**src/hdl/gpbc_pkg.sv**
```systemverilog
// constants and state type for the port b / port c pin-sharing block
`default_nettype none
package gpbc_pkg;
	localparam int          GPBC_W          = 16;
	localparam int          GPBC_NPHASE     = 6;
	localparam int          GPBC_NTMR       = 3;
	localparam int          GPBC_NIRQ       = 2;
	// register addresses
	localparam logic [15:0] GPBC_B_PIN      = 16'h7068;
	localparam logic [15:0] GPBC_B_LATCH    = 16'h7069;
	localparam logic [15:0] GPBC_B_DIR      = 16'h706a;
	localparam logic [15:0] GPBC_B_ATTR     = 16'h706b;
	localparam logic [15:0] GPBC_C_PIN      = 16'h7070;
	localparam logic [15:0] GPBC_C_LATCH    = 16'h7071;
	localparam logic [15:0] GPBC_C_DIR      = 16'h7072;
	localparam logic [15:0] GPBC_C_ATTR     = 16'h7073;
	localparam logic [15:0] GPBC_D_PIN      = 16'h7078;
	localparam logic [15:0] GPBC_B_SEL      = 16'h7081;
	localparam logic [15:0] GPBC_C_SEL      = 16'h7082;
	// reset values and writable-bit masks
	localparam logic [15:0] GPBC_RST_ZERO   = 16'h0000;
	localparam logic [15:0] GPBC_RST_ATTR   = 16'hffff;
	localparam logic [15:0] GPBC_RST_SEL_B  = 16'h003f;
	localparam logic [15:0] GPBC_RST_SEL_C  = 16'hfc00;
	localparam logic [15:0] GPBC_MASK_SEL_B = 16'h07ff;
	localparam logic [15:0] GPBC_MASK_SEL_C = 16'hffec;
	// port b pin positions
	localparam int          GPBC_B_SDO      = 13;
	localparam int          GPBC_B_SDI      = 12;
	localparam int          GPBC_B_SCK      = 11;
	localparam int          GPBC_B_TMR0     = 8;
	localparam int          GPBC_B_OVL1     = 7;
	localparam int          GPBC_B_FLT1     = 6;
	localparam int          GPBC_B_PHASE    = 0;
	// port c pin positions
	localparam int          GPBC_C_PHASE    = 10;
	localparam int          GPBC_C_FLT2     = 9;
	localparam int          GPBC_C_OVL2     = 8;
	localparam int          GPBC_C_TMR1     = 5;
	localparam int          GPBC_C_BUZ      = 4;
	localparam int          GPBC_C_IRQ      = 2;
	localparam int          GPBC_C_U2TX     = 1;
	localparam int          GPBC_C_U2RX     = 0;

	// whole state of the top module
	typedef struct packed {
		logic [15:0] b_sync1;
		logic [15:0] b_sync2;
		logic [15:0] c_sync1;
		logic [15:0] c_sync2;
		logic [15:0] latch_b;
		logic [15:0] latch_c;
		logic [15:0] dir_b;
		logic [15:0] dir_c;
		logic [15:0] attr_b;
		logic [15:0] attr_c;
		logic [15:0] sel_b;
		logic [15:0] sel_c;
		logic [15:0] rdata;
		logic [15:0] pb_out;
		logic [15:0] pb_oe;
		logic [15:0] pc_out;
		logic [15:0] pc_oe;
		logic        spi_din;
		logic        spi_sck;
		logic        uart1_rx;
		logic [2:0]  tmr0_cap;
		logic [2:0]  tmr1_cap;
		logic        ovl1;
		logic        flt1;
		logic        ovl2;
		logic        flt2;
		logic [1:0]  ext_irq;
		logic        uart2_rx;
	} gpbc_state_type;
endpackage : gpbc_pkg
`default_nettype wire

```
**src/hdl/gpbc_top.sv**
```systemverilog
// port b / port c gpio registers with peripheral pin sharing
//
// How it works
// - pin-level reads pads, latch reads latch
// - both data addresses write one latch
// - direction registers, reset all zeros
// - attribute registers, reset all ones
// - port b bits 10..8 give timer0 pins
// - port b bits 7,6 protection inputs
// - port b bits 5..0 select phase outputs
// - port b peripheral pin map
// - pin b13 spi data or uart1 transmit
// - pin b11 spi clock by master/slave
// - timer pin direction from direction register
// - port c bits 15..10 select phase outputs
// - port c bits 9,8 protection inputs
// - port c bits 7..5 give timer1 pins
// - port c bits 3,2 external interrupts
// - port c phases gated by float control
// - c0 uart2 receive gated, c1 transmit
// - full resets restore all register values
//
// Implementation choice: the plain strobed port.
`default_nettype none
module gpbc_top (
	// clock and reset
	input  wire  logic                    clk_in,
	input  wire  logic                    rst_n_in,
	// register port
	input  wire  logic [15:0]             addr_in,
	input  wire  logic [15:0]             wdata_in,
	input  wire  logic                    wr_in,
	input  wire  logic                    rd_in,
	output logic       [15:0]             rdata_out,
	// port b pads
	input  wire  logic [gpbc_pkg::GPBC_W-1:0] pb_pad_in,
	output logic       [gpbc_pkg::GPBC_W-1:0] pb_pad_out,
	output logic       [gpbc_pkg::GPBC_W-1:0] pb_pad_oe_out,
	output logic       [gpbc_pkg::GPBC_W-1:0] pb_attr_out,
	// port c pads
	input  wire  logic [gpbc_pkg::GPBC_W-1:0] pc_pad_in,
	output logic       [gpbc_pkg::GPBC_W-1:0] pc_pad_out,
	output logic       [gpbc_pkg::GPBC_W-1:0] pc_pad_oe_out,
	output logic       [gpbc_pkg::GPBC_W-1:0] pc_attr_out,
	// spi and uart1 side
	input  wire  logic                    spi_enable_in,
	input  wire  logic                    spi_master_in,
	input  wire  logic                    spi_dout_in,
	input  wire  logic                    spi_dout_out_disable_in,
	input  wire  logic                    spi_sck_in,
	input  wire  logic                    spi_clock_out_disable_in,
	input  wire  logic                    uart1_enable_in,
	input  wire  logic                    uart1_tx_in,
	input  wire  logic                    uart1_tx_out_disable_in,
	input  wire  logic                    uart1_rx_in_enable_in,
	output logic                          spi_din_out,
	output logic                          spi_sck_out,
	output logic                          uart1_rx_out,
	// timers
	input  wire  logic [2:0]              tmr0_pwm_in,
	input  wire  logic [2:0]              tmr1_pwm_in,
	input  wire  logic [5:0]              tmr3_phase_in,
	input  wire  logic                    timer3_outputs_float_in,
	input  wire  logic [5:0]              tmr4_phase_in,
	input  wire  logic                    timer4_outputs_float_in,
	output logic       [2:0]              tmr0_cap_out,
	output logic       [2:0]              tmr1_cap_out,
	output logic                          overload_pin1_out,
	output logic                          fault_input_pin1_out,
	output logic                          overload_pin2_out,
	output logic                          fault_input_pin2_out,
	// buzzer, interrupts, uart2
	input  wire  logic                    buzzer_pin_in,
	input  wire  logic                    buzzer_out_disable_in,
	input  wire  logic                    uart2_enable_in,
	input  wire  logic                    uart2_tx_pin_in,
	input  wire  logic                    uart2_tx_out_disable_in,
	input  wire  logic                    uart2_rx_in_enable_in,
	output logic       [1:0]              ext_irq_out,
	output logic                          uart2_rx_pin_out
);
	import gpbc_pkg::*;

	gpbc_state_type s;
	gpbc_state_type next_s;

	// next-state logic for the whole block
	always_comb begin
		next_s = s;
		// two-stage pad synchronisers
		next_s.b_sync1 = pb_pad_in;
		next_s.b_sync2 = s.b_sync1;
		next_s.c_sync1 = pc_pad_in;
		next_s.c_sync2 = s.c_sync1;

		// register writes
		if (wr_in) begin
			case (addr_in)
				// data and latch share a latch
				GPBC_B_PIN, GPBC_B_LATCH: begin
					next_s.latch_b = wdata_in;
				end
				GPBC_C_PIN, GPBC_C_LATCH: begin
					next_s.latch_c = wdata_in;
				end
				GPBC_B_DIR: begin
					next_s.dir_b = wdata_in;
				end
				GPBC_C_DIR: begin
					next_s.dir_c = wdata_in;
				end
				GPBC_B_ATTR: begin
					next_s.attr_b = wdata_in;
				end
				GPBC_C_ATTR: begin
					next_s.attr_c = wdata_in;
				end
				GPBC_B_SEL: begin
					next_s.sel_b = wdata_in & GPBC_MASK_SEL_B;
				end
				GPBC_C_SEL: begin
					next_s.sel_c = wdata_in & GPBC_MASK_SEL_C;
				end
				default: begin
				end
			endcase
		end

		// read data stands only the cycle after the strobe
		next_s.rdata = GPBC_RST_ZERO;
		if (rd_in) begin
			case (addr_in)
				GPBC_B_PIN:   next_s.rdata = s.b_sync2;
				GPBC_B_LATCH: next_s.rdata = s.latch_b;
				GPBC_B_DIR:   next_s.rdata = s.dir_b;
				GPBC_B_ATTR:  next_s.rdata = s.attr_b;
				GPBC_C_PIN:   next_s.rdata = s.c_sync2;
				GPBC_C_LATCH: next_s.rdata = s.latch_c;
				GPBC_C_DIR:   next_s.rdata = s.dir_c;
				GPBC_C_ATTR:  next_s.rdata = s.attr_c;
				GPBC_B_SEL:   next_s.rdata = s.sel_b;
				GPBC_C_SEL:   next_s.rdata = s.sel_c;
				default:      next_s.rdata = GPBC_RST_ZERO;
			endcase
		end

		// plain gpio by default: drive latch where direction is 1
		next_s.pb_out = s.latch_b;
		next_s.pb_oe  = s.dir_b;
		next_s.pc_out = s.latch_c;
		next_s.pc_oe  = s.dir_c;

		// b13 spi data out, else uart1 transmit
		if (spi_enable_in) begin
			next_s.pb_out[GPBC_B_SDO] = spi_dout_in;
			next_s.pb_oe[GPBC_B_SDO]  = !spi_dout_out_disable_in;
		end else if (uart1_enable_in) begin
			next_s.pb_out[GPBC_B_SDO] = uart1_tx_in;
			next_s.pb_oe[GPBC_B_SDO]  = !uart1_tx_out_disable_in;
		end
		// b12 is an input while spi or uart1 receive owns it
		next_s.spi_din  = s.b_sync2[GPBC_B_SDI];
		next_s.uart1_rx = uart1_rx_in_enable_in ? s.b_sync2[GPBC_B_SDI] : 1'b1;
		if (spi_enable_in || uart1_rx_in_enable_in) begin
			next_s.pb_oe[GPBC_B_SDI] = 1'b0;
		end
		// spi clock input as slave, output as master
		next_s.spi_sck = s.b_sync2[GPBC_B_SCK];
		if (spi_enable_in) begin
			next_s.pb_out[GPBC_B_SCK] = spi_sck_in;
			next_s.pb_oe[GPBC_B_SCK]  = spi_master_in && !spi_clock_out_disable_in;
		end
		for (int i = 0; i < GPBC_NTMR; i++) begin
			next_s.tmr0_cap[i] = s.b_sync2[GPBC_B_TMR0+i];
			if (s.sel_b[GPBC_B_TMR0+i]) begin
				// direction stays with the direction register
				next_s.pb_out[GPBC_B_TMR0+i] = tmr0_pwm_in[i];
				next_s.pb_oe[GPBC_B_TMR0+i]  = s.dir_b[GPBC_B_TMR0+i];
			end
		end
		// protection inputs, inactive low when not enabled
		next_s.ovl1 = s.sel_b[GPBC_B_OVL1] && s.b_sync2[GPBC_B_OVL1];
		next_s.flt1 = s.sel_b[GPBC_B_FLT1] && s.b_sync2[GPBC_B_FLT1];
		if (s.sel_b[GPBC_B_OVL1]) begin
			next_s.pb_oe[GPBC_B_OVL1] = 1'b0;
		end
		if (s.sel_b[GPBC_B_FLT1]) begin
			next_s.pb_oe[GPBC_B_FLT1] = 1'b0;
		end
		// timer3 phase outputs, floated as a group
		for (int i = 0; i < GPBC_NPHASE; i++) begin
			if (s.sel_b[GPBC_B_PHASE+i]) begin
				next_s.pb_out[GPBC_B_PHASE+i] = tmr3_phase_in[i];
				next_s.pb_oe[GPBC_B_PHASE+i]  = !timer3_outputs_float_in;
			end
		end

		for (int i = 0; i < GPBC_NPHASE; i++) begin
			if (s.sel_c[GPBC_C_PHASE+i]) begin
				next_s.pc_out[GPBC_C_PHASE+i] = tmr4_phase_in[i];
				next_s.pc_oe[GPBC_C_PHASE+i]  = !timer4_outputs_float_in;
			end
		end
		// protection inputs of the second bank
		next_s.flt2 = s.sel_c[GPBC_C_FLT2] && s.c_sync2[GPBC_C_FLT2];
		next_s.ovl2 = s.sel_c[GPBC_C_OVL2] && s.c_sync2[GPBC_C_OVL2];
		if (s.sel_c[GPBC_C_FLT2]) begin
			next_s.pc_oe[GPBC_C_FLT2] = 1'b0;
		end
		if (s.sel_c[GPBC_C_OVL2]) begin
			next_s.pc_oe[GPBC_C_OVL2] = 1'b0;
		end
		for (int i = 0; i < GPBC_NTMR; i++) begin
			next_s.tmr1_cap[i] = s.c_sync2[GPBC_C_TMR1+i];
			if (s.sel_c[GPBC_C_TMR1+i]) begin
				// direction stays with the direction register
				next_s.pc_out[GPBC_C_TMR1+i] = tmr1_pwm_in[i];
				next_s.pc_oe[GPBC_C_TMR1+i]  = s.dir_c[GPBC_C_TMR1+i];
			end
		end
		// buzzer has no select bit; its own disable hands the pin back
		if (!buzzer_out_disable_in) begin
			next_s.pc_out[GPBC_C_BUZ] = buzzer_pin_in;
			next_s.pc_oe[GPBC_C_BUZ]  = 1'b1;
		end
		for (int i = 0; i < GPBC_NIRQ; i++) begin
			next_s.ext_irq[i] = s.sel_c[GPBC_C_IRQ+i] && s.c_sync2[GPBC_C_IRQ+i];
			if (s.sel_c[GPBC_C_IRQ+i]) begin
				next_s.pc_oe[GPBC_C_IRQ+i] = 1'b0;
			end
		end
		if (uart2_enable_in) begin
			next_s.pc_out[GPBC_C_U2TX] = uart2_tx_pin_in;
			next_s.pc_oe[GPBC_C_U2TX]  = !uart2_tx_out_disable_in;
		end
		// idle-high receive line keeps the uart quiet while gated
		next_s.uart2_rx = uart2_rx_in_enable_in ? s.c_sync2[GPBC_C_U2RX] : 1'b1;
		if (uart2_rx_in_enable_in) begin
			next_s.pc_oe[GPBC_C_U2RX] = 1'b0;
		end

		// full reset; watchdog resets must not reach this pin
		if (!rst_n_in) begin
			next_s          = '0;
			next_s.attr_b   = GPBC_RST_ATTR;
			next_s.attr_c   = GPBC_RST_ATTR;
			next_s.sel_b    = GPBC_RST_SEL_B;
			next_s.sel_c    = GPBC_RST_SEL_C;
			next_s.uart1_rx = 1'b1;
			next_s.uart2_rx = 1'b1;
		end
	end

	// state register
	always_ff @(posedge clk_in) begin
		s <= next_s;
	end

	// outputs straight from the state
	assign rdata_out            = s.rdata;
	assign pb_pad_out           = s.pb_out;
	assign pb_pad_oe_out        = s.pb_oe;
	assign pb_attr_out          = s.attr_b;
	assign pc_pad_out           = s.pc_out;
	assign pc_pad_oe_out        = s.pc_oe;
	assign pc_attr_out          = s.attr_c;
	assign spi_din_out          = s.spi_din;
	assign spi_sck_out          = s.spi_sck;
	assign uart1_rx_out         = s.uart1_rx;
	assign tmr0_cap_out         = s.tmr0_cap;
	assign tmr1_cap_out         = s.tmr1_cap;
	assign overload_pin1_out    = s.ovl1;
	assign fault_input_pin1_out = s.flt1;
	assign overload_pin2_out    = s.ovl2;
	assign fault_input_pin2_out = s.flt2;
	assign ext_irq_out          = s.ext_irq;
	assign uart2_rx_pin_out     = s.uart2_rx;
endmodule : gpbc_top
`default_nettype wire

```
**config.mk**
```make
export PLATFORM = sky130hd
export DESIGN_NAME = gpbc_top
export DESIGN_NICKNAME = d
export VERILOG_FILES = /design/src/hdl/gpbc_pkg.sv /design/src/hdl/gpbc_top.sv
export SDC_FILE = /design/constraint.sdc
export NUM_CORES = 1
export LEC_CHECK = 0
export ABC_AREA = 1
export BUFFER_PORTS_ARGS = -buffer_cell sky130_fd_sc_hd__buf_2
export CELL_PAD_IN_SITES_DETAIL_PLACEMENT = 1
export CELL_PAD_IN_SITES_GLOBAL_PLACEMENT = 1
export CORE_MARGIN = 2
export CORE_UTILIZATION = 40
export DETAILED_ROUTE_END_ITERATION = 8
export GPL_ROUTABILITY_DRIVEN = 1
export PLACE_DENSITY_LB_ADDON = 0.1
export RECOVER_POWER = 100
export SLEW_MARGIN = 20
export SYNTH_ARGS = -nofsm -noshare
export SYNTH_HDL_FRONTEND = slang
export SYNTH_SLANG_ARGS = --single-unit
```
**constraint.sdc**
```tcl
create_clock -name clk_in -period 1.9 [get_ports clk_in]
set_input_delay 0.285 -clock clk_in [delete_from_list [all_inputs] [get_ports clk_in]]
set_output_delay 0.285 -clock clk_in [all_outputs]
set_load 0.02 [all_outputs]
```
# After elaboration in Yosys (flattened, before gate mapping)
# Cells that the tools add are included.
dict set report op_classes {
  n_bitwise 1
  reduce_logical 35
  mux 41
  eq_ne 10
}
# cell count
set op_table {}
lappend op_table {{16-bit by 15-bit == test with 1-bit output, second input constant} 10}
lappend op_table {{16-bit one-hot mux with 10 select lines} 1}
lappend op_table {{1-bit 2-to-1 mux} 40}
lappend op_table {{2-bit AND reduction} 11}
lappend op_table {{2-bit OR reduction} 10}
lappend op_table {{1-bit logical AND} 7}
lappend op_table {{1-bit zero test} 6}
lappend op_table {{1-bit logical OR} 1}
lappend op_table {{1-bit inverter} 1}
dict set report totals {
  word_cells 123
  out_inout_bits 128
  ff_bits 280
}

# Depth between registers and ports, before layout
# Gate-level depths: netlist (run 1).
dict set report logic_depth {
  word_depth 3
  ltp_mapped 13
  depth_no_buf 11
}

# Worst setup path before layout (run 1)
# No wires, ideal clock.
dict set report synth_path {
  path_kind {in2reg}
  start {input port addr_in[6]}
  end {register s[203] (netlist name)}
  stages 10
  required_time_ns 1.781
  setup_slack_ns 0.382
  arrival_ns 1.398
  path_cell_list {inv_1 > nor2_4 > nand2_4 > nor2_4 > nand2_1 > nand2_2 > nand2_2 > buf_2 > o21ai_0 > a21oi_1}
}
dict set report synth_via {
  elab_chain_cells 3
  word_cells_on_any_way 4
}
# item line
set synth_lines {}
lappend synth_lines {{from (decl)} gpbc_top.sv:30} ;# input wire logic [15:0] addr_in,
lappend synth_lines {{16-bit by 15-bit == test with 1-bit output} gpbc_top.sv:98} ;# case (addr_in)
lappend synth_lines {{2-bit OR reduction (*)} gpbc_top.sv:98}
lappend synth_lines {{2-bit AND reduction (no line) (*)} --}
lappend synth_lines {{to (signal assigned)} gpbc_top.sv:256} ;# s <= next_s;
lappend synth_lines {{to (decl)} gpbc_top.sv:84} ;# gpbc_state_type s;
# Mark *: on every way between the ends. The rest lies on a longest branch, timed or not.
# A chain may end at the register's enable or synchronous reset.

# Worst setup path after layout (run 1)
dict set report layout_path {
  start {input port spi_dout_out_disable_in}
  end {register s, in the netlist pb_pad_oe_out[13]}
}
dict set report layout_via {
  elab_chain_cells 2
}
# item line
set layout_lines {}
lappend layout_lines {{from (decl)} gpbc_top.sv:49} ;# input wire logic spi_dout_out_disable_in,
lappend layout_lines {{1-bit zero test} gpbc_top.sv:156} ;# next_s.pb_oe[GPBC_B_SDO] = !spi_dout_out_disable_in;
lappend layout_lines {{1-bit 2-to-1 mux} gpbc_top.sv:154} ;# if (spi_enable_in) begin
# Every way passes these cells.

==> impl_metrics.py, run 1 <==
metrics = {
    "worst_setup_path": {
        "path_common_cell": "dlygate4sd3_1",
        "critical_path_required_ns": 2.40,
        "critPathKind": "in2reg",
        "slowest_stage": "dlygate4sd3_1",
        "max_stage_delay_ns": 0.56,
        "crit_family": "buffers and inverters",
        "critPathLaunchType": "input port",
        "end_kind": "flop",
        "crit_chain": "dlygate4sd3_1, buf_2, nand2_1, dlygate4sd3_1, nand2_1, a21oi_1, dlygate4sd3_1",
        "path_buf_inv": 4,
        "cp_max_fo": 1,
        "cp_data_arrival_time_ns": 2.31,
    },
    "route": {
        "wire_per_inst_um": 18.6,
        "ant_nets": 0,
        "drtPass1Iterations": 5,
        "via_per_inst": 4.93,
        "wl_um": 38900,
        "drc_errors": 0,
        "vias": 10300,
        "drt-initial-drc-count": 591,
    },
    "clock_tree": {
        "cts_buffers": 31,
        "clk_latency_ns": 0.56,
        "cts.root.buffer_cell": "clkbuf_16",
        "tritoncts": "built",
        "h-tree-depth": 1,
        "path_clk_slew_ns": 0.06,
        "cts_sinks": 280,
        "ctsLongestPathBuffers": 3,
    },
    "timing": {
        "finalHoldViolations": 0,
        "final-setup-viol-count": 0,
        "max_slew.worst_pin.slew_ns": 1.21,
        "slew_violations": 0,
        "max_freq_ghz": 0.552,
        "fin_hold_ws_ns": 0.00617,
        "rsz0062_at_grt": "no",
        "skew_ns": 0.0155,
        "finalCriticalPeriod_ns": 1.81,
        "worst_slack_ns": 0.0875,
        "finalCritPeriodShare_pct": 95.4,
        "slew_headroom_pct": 19.2,
    },
    "global_route": {
        "antenna_found_initial": 0,
        "grt_max_degree": 93,
        "grt_usage_pct": 24.9,
        "grt_pass1_vias": 10400,
        "grt_overflow_total": 0,
        "grt_pass1_wl_um": 59000,
    },
    "yosys": {
        "synth_commonest_cells": "dfxtp_1, nand2_1, inv_1",
        "yosysUniqueCellTypes": 25,
        "ys_ff_latch": 280,
        "synth_top_area_share_pct": 48.3,
        "ys_seq_area_share_pct": 48.3,
        "async_reset_ff_share_pct": 0,
        "synthTopCellsByArea": "dfxtp_1, nand2_1, buf_4",
        "synth_top_cell_by_area": "dfxtp_1",
        "ys.flop_type": "dfxtp_1",
        "netlist_instances": 1520,
        "yosysWarnings": 0,
        "yosysMostFrequentCell": "dfxtp_1",
        "synth-edff-count": 0,
        "syn_area_per_cell_um2": 7.64,
        "synth_nets": 1624,
        "netlist_area_um2": 11600,
    },
    "final_layout": {
        "n_fill_cell": 3619,
        "antennaDiodeCount": 0,
        "fin_nets": 1790,
        "syn_to_final_growth_pct": 19.1,
        "drive_gt1_share_pct": 12.3,
        "final_core_util_pct": 48.3,
    },
    "floorplan": {
        "io_pins": 232,
        "die_w_um": 174,
        "rows": 62,
        "core-area_um2": 28600,
        "dieArea_um2": 30400,
        "initial_core_util_pct": 40.6,
        "die_h_um": 174,
    },
    "power_and_ir_drop": {
        "p_leak_nw": 6.79,
        "ir_worst_vdd_v": 0.000661,
        "p_per_area_nw_per_um2": 962,
    },
    "min_path": {
        "worst_hold_path_type": "in2reg",
    },
    "place": {
        "io_buffers": 231,
        "pre_cts_ws_ns": -0.0478,
        "dp_hpwl_um": 28000,
        "gp_congestion": 0.838,
    },
    "job": {
        "drv_cap": 0,
    },
    "run_status": {
        "outcome": "completed",
    },
}
==> metrics by stage <==
stage	TNS (ns)	cells	instance area (um^2)	total power [mW]
3_3_place_gp	0	1988	12500	6.75
4_1_cts	0	2095	14100	13.4
3_5_place_dp	-0.117	1988	12500	6.76
5_1_grt	0	2095	13800	13.7
6_report	0	2095	13800	13.3
2_1_floorplan	0	1520	11600	6.49
==> logic make-up after synthesis <==
group / after synthesis / share of synthesized area (%)
AND/OR/NAND/NOR: 558 / 21.4
buffers and inverters: 425 / 18.5
flip-flops: 280 / 48.3
AO/OA/AOI/OAI: 257 / 11.9
==> placed cells by master, fill, tap and decap left out, types with 2 or more instances in the layout <==
cell type and n:
dfxtp_1 280, nand2_1 279, inv_1 230, nand3_1 161
clkbuf_1 144, a21oi_1 113, o21ai_0 105, buf_2 99
nor2_1 78, dlygate4sd3_1 49, o211ai_1 36, clkbuf_16 31
buf_4 24, nand4_1 15, buf_12 10, nor2_4 7
nor3_1 7, bufinv_16 7, clkbuf_2 7, clkinv_2 6
clkbuf_8 5, nor2_2 4, nand2_4 3, nand2_2 2
==> routing by layer <==
layer	wire length [um]	vias to the layer above	global-route usage (%)	part of all wire, %
li1	-	5022	-	-
met1	17200	4934	31.7	44
met2	18300	285	42.5	47
met3	1760	80	3.43	4.5
met4	1630	0	10.3	4.2
met5	0	-	0	0
==> flip-flops by register name, indices dropped and copies added, names as in the netlist, 2 cells and up <==
register,cells
rdata_out,16
pb_pad_oe_out,16
pc_pad_out,16
ext_irq_out,2
tmr1_cap_out,3
pc_pad_oe_out,16
pb_attr_out,16
tmr0_cap_out,3
s,152
pb_pad_out,16
pc_attr_out,16
==> repair_timing <==
| action | in CTS | in global routing |
|---|---|---|
| hold endpoints to repair | 47 | 0 |
| setup buffers | 0 | 0 |
| endpoints found under the setup margin | 0 | 0 |
| resized for setup | 0 | 0 |
| hold buffers | 49 | 0 |
==> final cells by class <==
cell class	instances	area (um^2)	area share (%)
multi-input cells	815	3830	27.7
well taps	384	480	3.47
clock buffers	43	871	6.29
inverters	231	867	6.27
flip-flops and latches	280	5610	40.5
clock inverters	15	258	1.86
repair buffers	327	1920	13.9
==> worst register-to-register path, cell delays in order (launching register included) <==
cell	delay, ns
dfxtp_1	0.33
inv_1	0.09
nor4_1	0.28
dlygate4sd3_1	0.60
==> where the power goes <==
part | internal (mW) | switching [mW] | leakage, nW
registers | 5.98 | 0.0420 | 2.28
logic | 0.245 | 0.425 | 3.95
clock network | 4.14 | 2.48 | 0.557
==> worst paths after layout <==
path | startpoint | endpoint | slack, ns | cells past startpoint
min reg2reg | s[247] | s[231] | 0.41 | 2
min | tmr4_phase_in[0] | pc_pad_out[10] | 0.006 | 3
max | spi_dout_out_disable_in | pb_pad_oe_out[13] | 0.09 | 7
max reg2reg | s[188] | pb_pad_oe_out[12] | 0.55 | 3
(Power assumes the default switching activity.)
==> inputs of run 2 (changes only) <==
CELL_PAD_IN_SITES_DETAIL_PLACEMENT = 0   (was 1)
CELL_PAD_IN_SITES_GLOBAL_PLACEMENT = 2   (was 1)
CORE_UTILIZATION = 31   (was 40)
==> impl_metrics.py, run 2 (same netlist as run 1, synthesis figures left out) <==
metrics = {
    "run_status": {
        "outcome": "completed",
    },
    "place": {
        "placed_area_um2": 12800,
        "pre_cts_ws_ns": 0.0238,
        "place_inst": 2096,
        "io_buffers": 231,
        "gp_congestion": 0.870,
        "dp_hpwl_um": 30900,
    },
    "floorplan": {
        "die_w_um": 198,
        "core-area_um2": 36800,
        "io_pins": 232,
        "rows": 70,
        "initial_core_util_pct": 31.6,
        "die_h_um": 198,
        "dieArea_um2": 39000,
    },
    "global_route": {
        "busiest_layer": "met2",
        "globalRouteMet3Util_pct": 3.11,
        "met2_usage_pct": 35.6,
        "grt_overflow_total": 0,
        "antenna_found_initial": 1,
        "use_met1_pct": 27.7,
        "grt_usage_pct": 21.0,
        "grt_pass1_vias": 9900,
        "grt_pass1_wl_um": 60600,
        "grt_max_degree": 59,
    },
    "worst_setup_path": {
        "reg2reg_to": "pb_pad_oe_out[12]",
        "critPathCapture": "s[196]",
        "critPathLaunchType": "input port",
        "reg2reg_slack_ns": 0.63,
        "critical_path_required_ns": 2.31,
        "cp_max_fo": 25,
        "reg2reg_from": "s[188]",
        "startpoint": "addr_in[7]",
        "critPathKind": "in2reg",
        "end_kind": "flop",
        "reg2reg_depth": 3,
        "cp_data_arrival_time_ns": 1.98,
    },
    "power_and_ir_drop": {
        "p_per_area_nw_per_um2": 934,
        "p_leak_nw": 6.83,
        "power_mw": 13.1,
        "ir_worst_vdd_v": 0.000470,
    },
    "route": {
        "ant_nets": 0,
        "drtPass1Iterations": 5,
        "drc_errors": 0,
        "drt-initial-drc-count": 582,
        "wl_um": 41200,
        "vias": 10000,
        "wire_per_inst_um": 18.8,
        "via_per_inst": 4.56,
    },
    "final_layout": {
        "drive_gt1_share_pct": 12.8,
        "stdcell_count": 2194,
        "fin_nets": 1809,
        "syn_to_final_growth_pct": 20.9,
        "final_common_cell": "nand2_1",
        "largest_reg_flops": 152,
        "final_core_util_pct": 38.2,
        "final_cell_mix": "nand2_1, dfxtp_1, inv_1, nand3_1, clkbuf_1",
        "regMostFlops": "s",
        "stdcell_area_um2": 14000,
    },
    "timing": {
        "finalCriticalPeriod_ns": 1.57,
        "skew_ns": 0.0162,
        "max_freq_ghz": 0.637,
        "worst_slack_ns": 0.331,
        "slew_violations": 0,
        "finalCritPeriodShare_pct": 82.6,
        "max_slew.worst_pin.slew_ns": 0.884,
        "finalHoldViolations": 0,
        "final-setup-viol-count": 0,
        "fin_hold_ws_ns": 0.0173,
        "fin_tns_setup_ns": 0,
        "slew_headroom_pct": 41.1,
        "rsz0062_at_grt": "no",
    },
    "clock_tree": {
        "tritoncts": "built",
        "cts_setup_buffers": 0,
        "h-tree-depth": 2,
        "path_clk_slew_ns": 0.06,
        "cts.root.buffer_cell": "clkbuf_16",
        "ctsLongestPathBuffers": 3,
        "clk_latency_ns": 0.52,
        "cts_sinks": 280,
        "cts_buffers": 35,
        "cts-resized-gates": 0,
    },
    "min_path": {
        "worst_hold_path_type": "in2reg",
        "hold_depth": 4,
    },
    "job": {
        "drv_cap": 0,
    },
}
==> run 2: what timing repair did <==
action,in CTS,in global routing
setup endpoints to repair,0,0
hold buffers,40,0
hold endpoints to repair,41,0
==> run 2: worst max-delay path, cell delays in order <==
cell      delay, ns
buf_2          0.11
clkbuf_1       0.12
nor2_4         0.17
nand2_4        0.10
nor2_1         0.38
nand2_1        0.11
nand2_1        0.18
nand2_1        0.12
buf_12         0.18
o21ai_0        0.16
a21oi_1        0.06
==> run 2: cell type report <==
| type | instances | area [um^2] |
|---|---|---|
| fillers | 3983 | 22700 |
| flip-flops and latches | 280 | 5610 |
| multi-input cells | 815 | 3830 |
| repair buffers | 342 | 2070 |
| clock buffers | 48 | 975 |
| inverters | 231 | 867 |
| well taps | 468 | 586 |
| clock inverters | 9 | 108 |
| diodes | 1 | 2.50 |
==> run 2: how the worst min path moves through the flow <==
stage | from | to | slack (ns)
floorplan | uart2_rx_in_enable_in | uart2_rx_pin_out | 0.35
detailed placement | s[287] | s[271] | 0.40
global placement | s[284] | s[268] | 0.39
global route | tmr3_phase_in[3] | pb_pad_out[3] | 0.05
CTS | spi_dout_out_disable_in | pb_pad_oe_out[13] | 0.007
finish | spi_dout_out_disable_in | pb_pad_oe_out[13] | 0.02
==> run 2: per-layer routing <==
metal / part of all wire (%) / up-vias / wire length, um
li1: - / 5055 / -
met1: 46 / 4654 / 18900
met2: 47 / 247 / 19500
met3: 4.3 / 55 / 1780
met4: 2.4 / 0 / 970
met5: 0 / - / 0
==> run 2: report_power, final <==
group          switching (mW)  total [mW]  internal [mW]
Combinational           0.432       0.679          0.247
Clock                    2.58        6.43           3.85
Sequential             0.0384        6.02           5.98
Total                    3.05        13.1           10.1
==> inputs of run 3 (changes only) <==
clock period = 1.65 ns   (was 1.9 ns; I/O delays follow)
==> impl_metrics.py, run 3 (same netlist as run 1, synthesis figures left out) <==
metrics = {
    "run_status": {
        "outcome": "completed",
    },
    "final_layout": {
        "antennaDiodeCount": 0,
        "stdcell_count": 2244,
        "fin_nets": 1855,
        "final_common_cell": "dfxtp_1",
        "regMostFlops": "s",
        "stdcell_area_um2": 14600,
        "syn_to_final_growth_pct": 25.3,
        "drive_gt1_share_pct": 13.7,
        "final_cell_mix": "dfxtp_1, nand2_1, inv_1, nand3_1, clkbuf_1",
        "largest_reg_flops": 152,
    },
    "worst_setup_path": {
        "end_kind": "primary output",
        "startpoint": "pb_attr_out[10]",
        "cp_max_fo": 3,
        "crit_chain": "clkbuf_1",
        "reg2reg_slack_ns": 0.27,
        "max_stage_delay_ns": 0.47,
        "reg2reg_depth": 3,
        "reg2reg_from": "s[188]",
        "critPathKind": "reg2out",
        "slowest_stage": "dfxtp_1",
        "critical_path_required_ns": 1.40,
        "critPathLaunchType": "flop",
        "crit_family": "flip-flops",
        "crit_cells": 1,
        "reg2reg_to": "pb_pad_oe_out[12]",
        "path_buf_inv": 1,
        "cp_data_arrival_time_ns": 1.31,
    },
    "power_and_ir_drop": {
        "power.internal_mw": 11.7,
        "p_switching_mw": 3.40,
        "p_per_area_nw_per_um2": 1040,
        "p_comb_share_pct": 5.6,
        "sw_frac_of_total_pct": 22.5,
        "p_clk_share_pct": 48.7,
        "p_leak_nw": 7.06,
        "power_mw": 15.2,
        "ir_worst_vdd_v": 0.000917,
        "p_seq_share_pct": 45.7,
    },
    "clock_tree": {
        "cts-resized-gates": 0,
        "clk_latency_ns": 0.58,
        "tritoncts": "built",
        "h-tree-depth": 1,
        "ctsLongestPathBuffers": 3,
        "cts.root.buffer_cell": "clkbuf_16",
        "cts_buffers": 31,
        "path_clk_slew_ns": 0.06,
        "cts_sinks": 280,
    },
    "global_route": {
        "grt_max_degree": 59,
        "antenna_found_initial": 1,
        "grt_pass1_vias": 9848,
        "grt_pass1_wl_um": 60000,
        "grt_usage_pct": 20.7,
        "grt_overflow_total": 0,
    },
    "place": {
        "gp_congestion": 0.845,
        "placed_area_um2": 13100,
        "pre_cts_ws_ns": -0.142,
        "place_inst": 2117,
        "io_buffers": 231,
        "dp_hpwl_um": 31000,
    },
    "timing": {
        "skew_ns": 0.0121,
        "finalCriticalPeriod_ns": 1.56,
        "slew_violations": 0,
        "max_freq_ghz": 0.641,
        "max_slew.worst_pin.slew_ns": 0.622,
        "finalCritPeriodShare_pct": 94.6,
        "rsz0062_at_grt": "no",
        "worst_slack_ns": 0.0895,
        "finalHoldViolations": 0,
        "final-setup-viol-count": 0,
        "slew_headroom_pct": 58.5,
        "fin_tns_setup_ns": 0,
    },
    "floorplan": {
        "rows": 70,
        "die_w_um": 198,
        "initial_core_util_pct": 31.6,
        "core-area_um2": 36800,
        "dieArea_um2": 39000,
        "io_pins": 232,
        "die_h_um": 198,
    },
    "min_path": {
        "worst_hold_path_type": "in2reg",
        "hold_depth": 3,
        "whs_endpoint": "s[223]",
        "min_from": "wdata_in[15]",
    },
    "route": {
        "vias": 10200,
        "drtPass1Iterations": 5,
        "wl_um": 41300,
        "via_per_inst": 4.55,
        "drc_errors": 0,
        "drt-initial-drc-count": 597,
        "wire_per_inst_um": 18.4,
        "ant_nets": 0,
    },
    "job": {
        "drv_cap": 0,
    },
}
==> run 3: cell types whose count changed in the layout (fill, tap and decap cells not counted), moves of 3 or more <==
| cell | delta |
|---|---|
| dlygate4sd3_1 | +29 |
| buf_2 | -4 |
| clkbuf_4 | +3 |
| nand2_1 | -3 |
| buf_12 | +4 |
| clkbuf_16 | -4 |
| buf_4 | +17 |
| clkbuf_8 | +5 |
| nor2_1 | +3 |
==> run 3: worst max-delay path by stage <==
stage,endpoint,slack [ns]
6_report,pb_attr_out[10],0.09
4_1_cts,pb_attr_out[10],0.11
3_5_place_dp,s[199],-0.14
5_1_grt,s[174],0.06
2_1_floorplan,s[203],0.17
3_3_place_gp,s[204],-0.13
==> run 3: per-stage QoR <==
stage / hold WS, ns / utilization (%)
6_report: 0.0266 / 39.6
2_1_floorplan: 0.316 / -
3_3_place_gp: 0.393 / 35.5
5_1_grt: 0.0223 / 39.6
4_1_cts: 0.000620 / 40.4
3_5_place_dp: 0.397 / 35.5
==> run 3: worst reg2reg max path: cells and delay by family (launching register included) <==
kind,cells,cell delay (ns)
DFF,1,0.36
buffers and inverters,2,0.69
and+or+nand+nor,1,0.27
==> run 3: repair_timing <==
item                      4_1_cts  5_1_grt
setup buffers                   0        0
hold buffers                   69        0
hold endpoints to repair       72        0
==> run 3: power groups by stage <==
stage	Clock, mW	Sequential, mW	Combinational, mW
2_1_floorplan	0	7.07	0.404
3_3_place_gp	0	7.08	0.758
3_5_place_dp	0	7.08	0.758
4_1_cts	7.59	6.93	0.885
5_1_grt	7.82	6.94	0.937
6_report	7.38	6.93	0.848
==> run 3: final cells by class <==
class,count,area (um^2)
Tap cell,468,586
Sequential cell,280,5610
Fill cell,4035,22200
Inverter,231,867
Timing Repair Buffer,392,2580
Multi-Input combinational cell,815,3820
Clock buffer,49,943
Clock inverter,9,149
==> run 3: per-layer routing <==
metal / share of wire [%] / global-route usage (%)
met4: 2.9 / 6.88
met3: 4.9 / 3.00
met5: 0 / 0
met1: 45 / 26.8
met2: 47 / 35.2
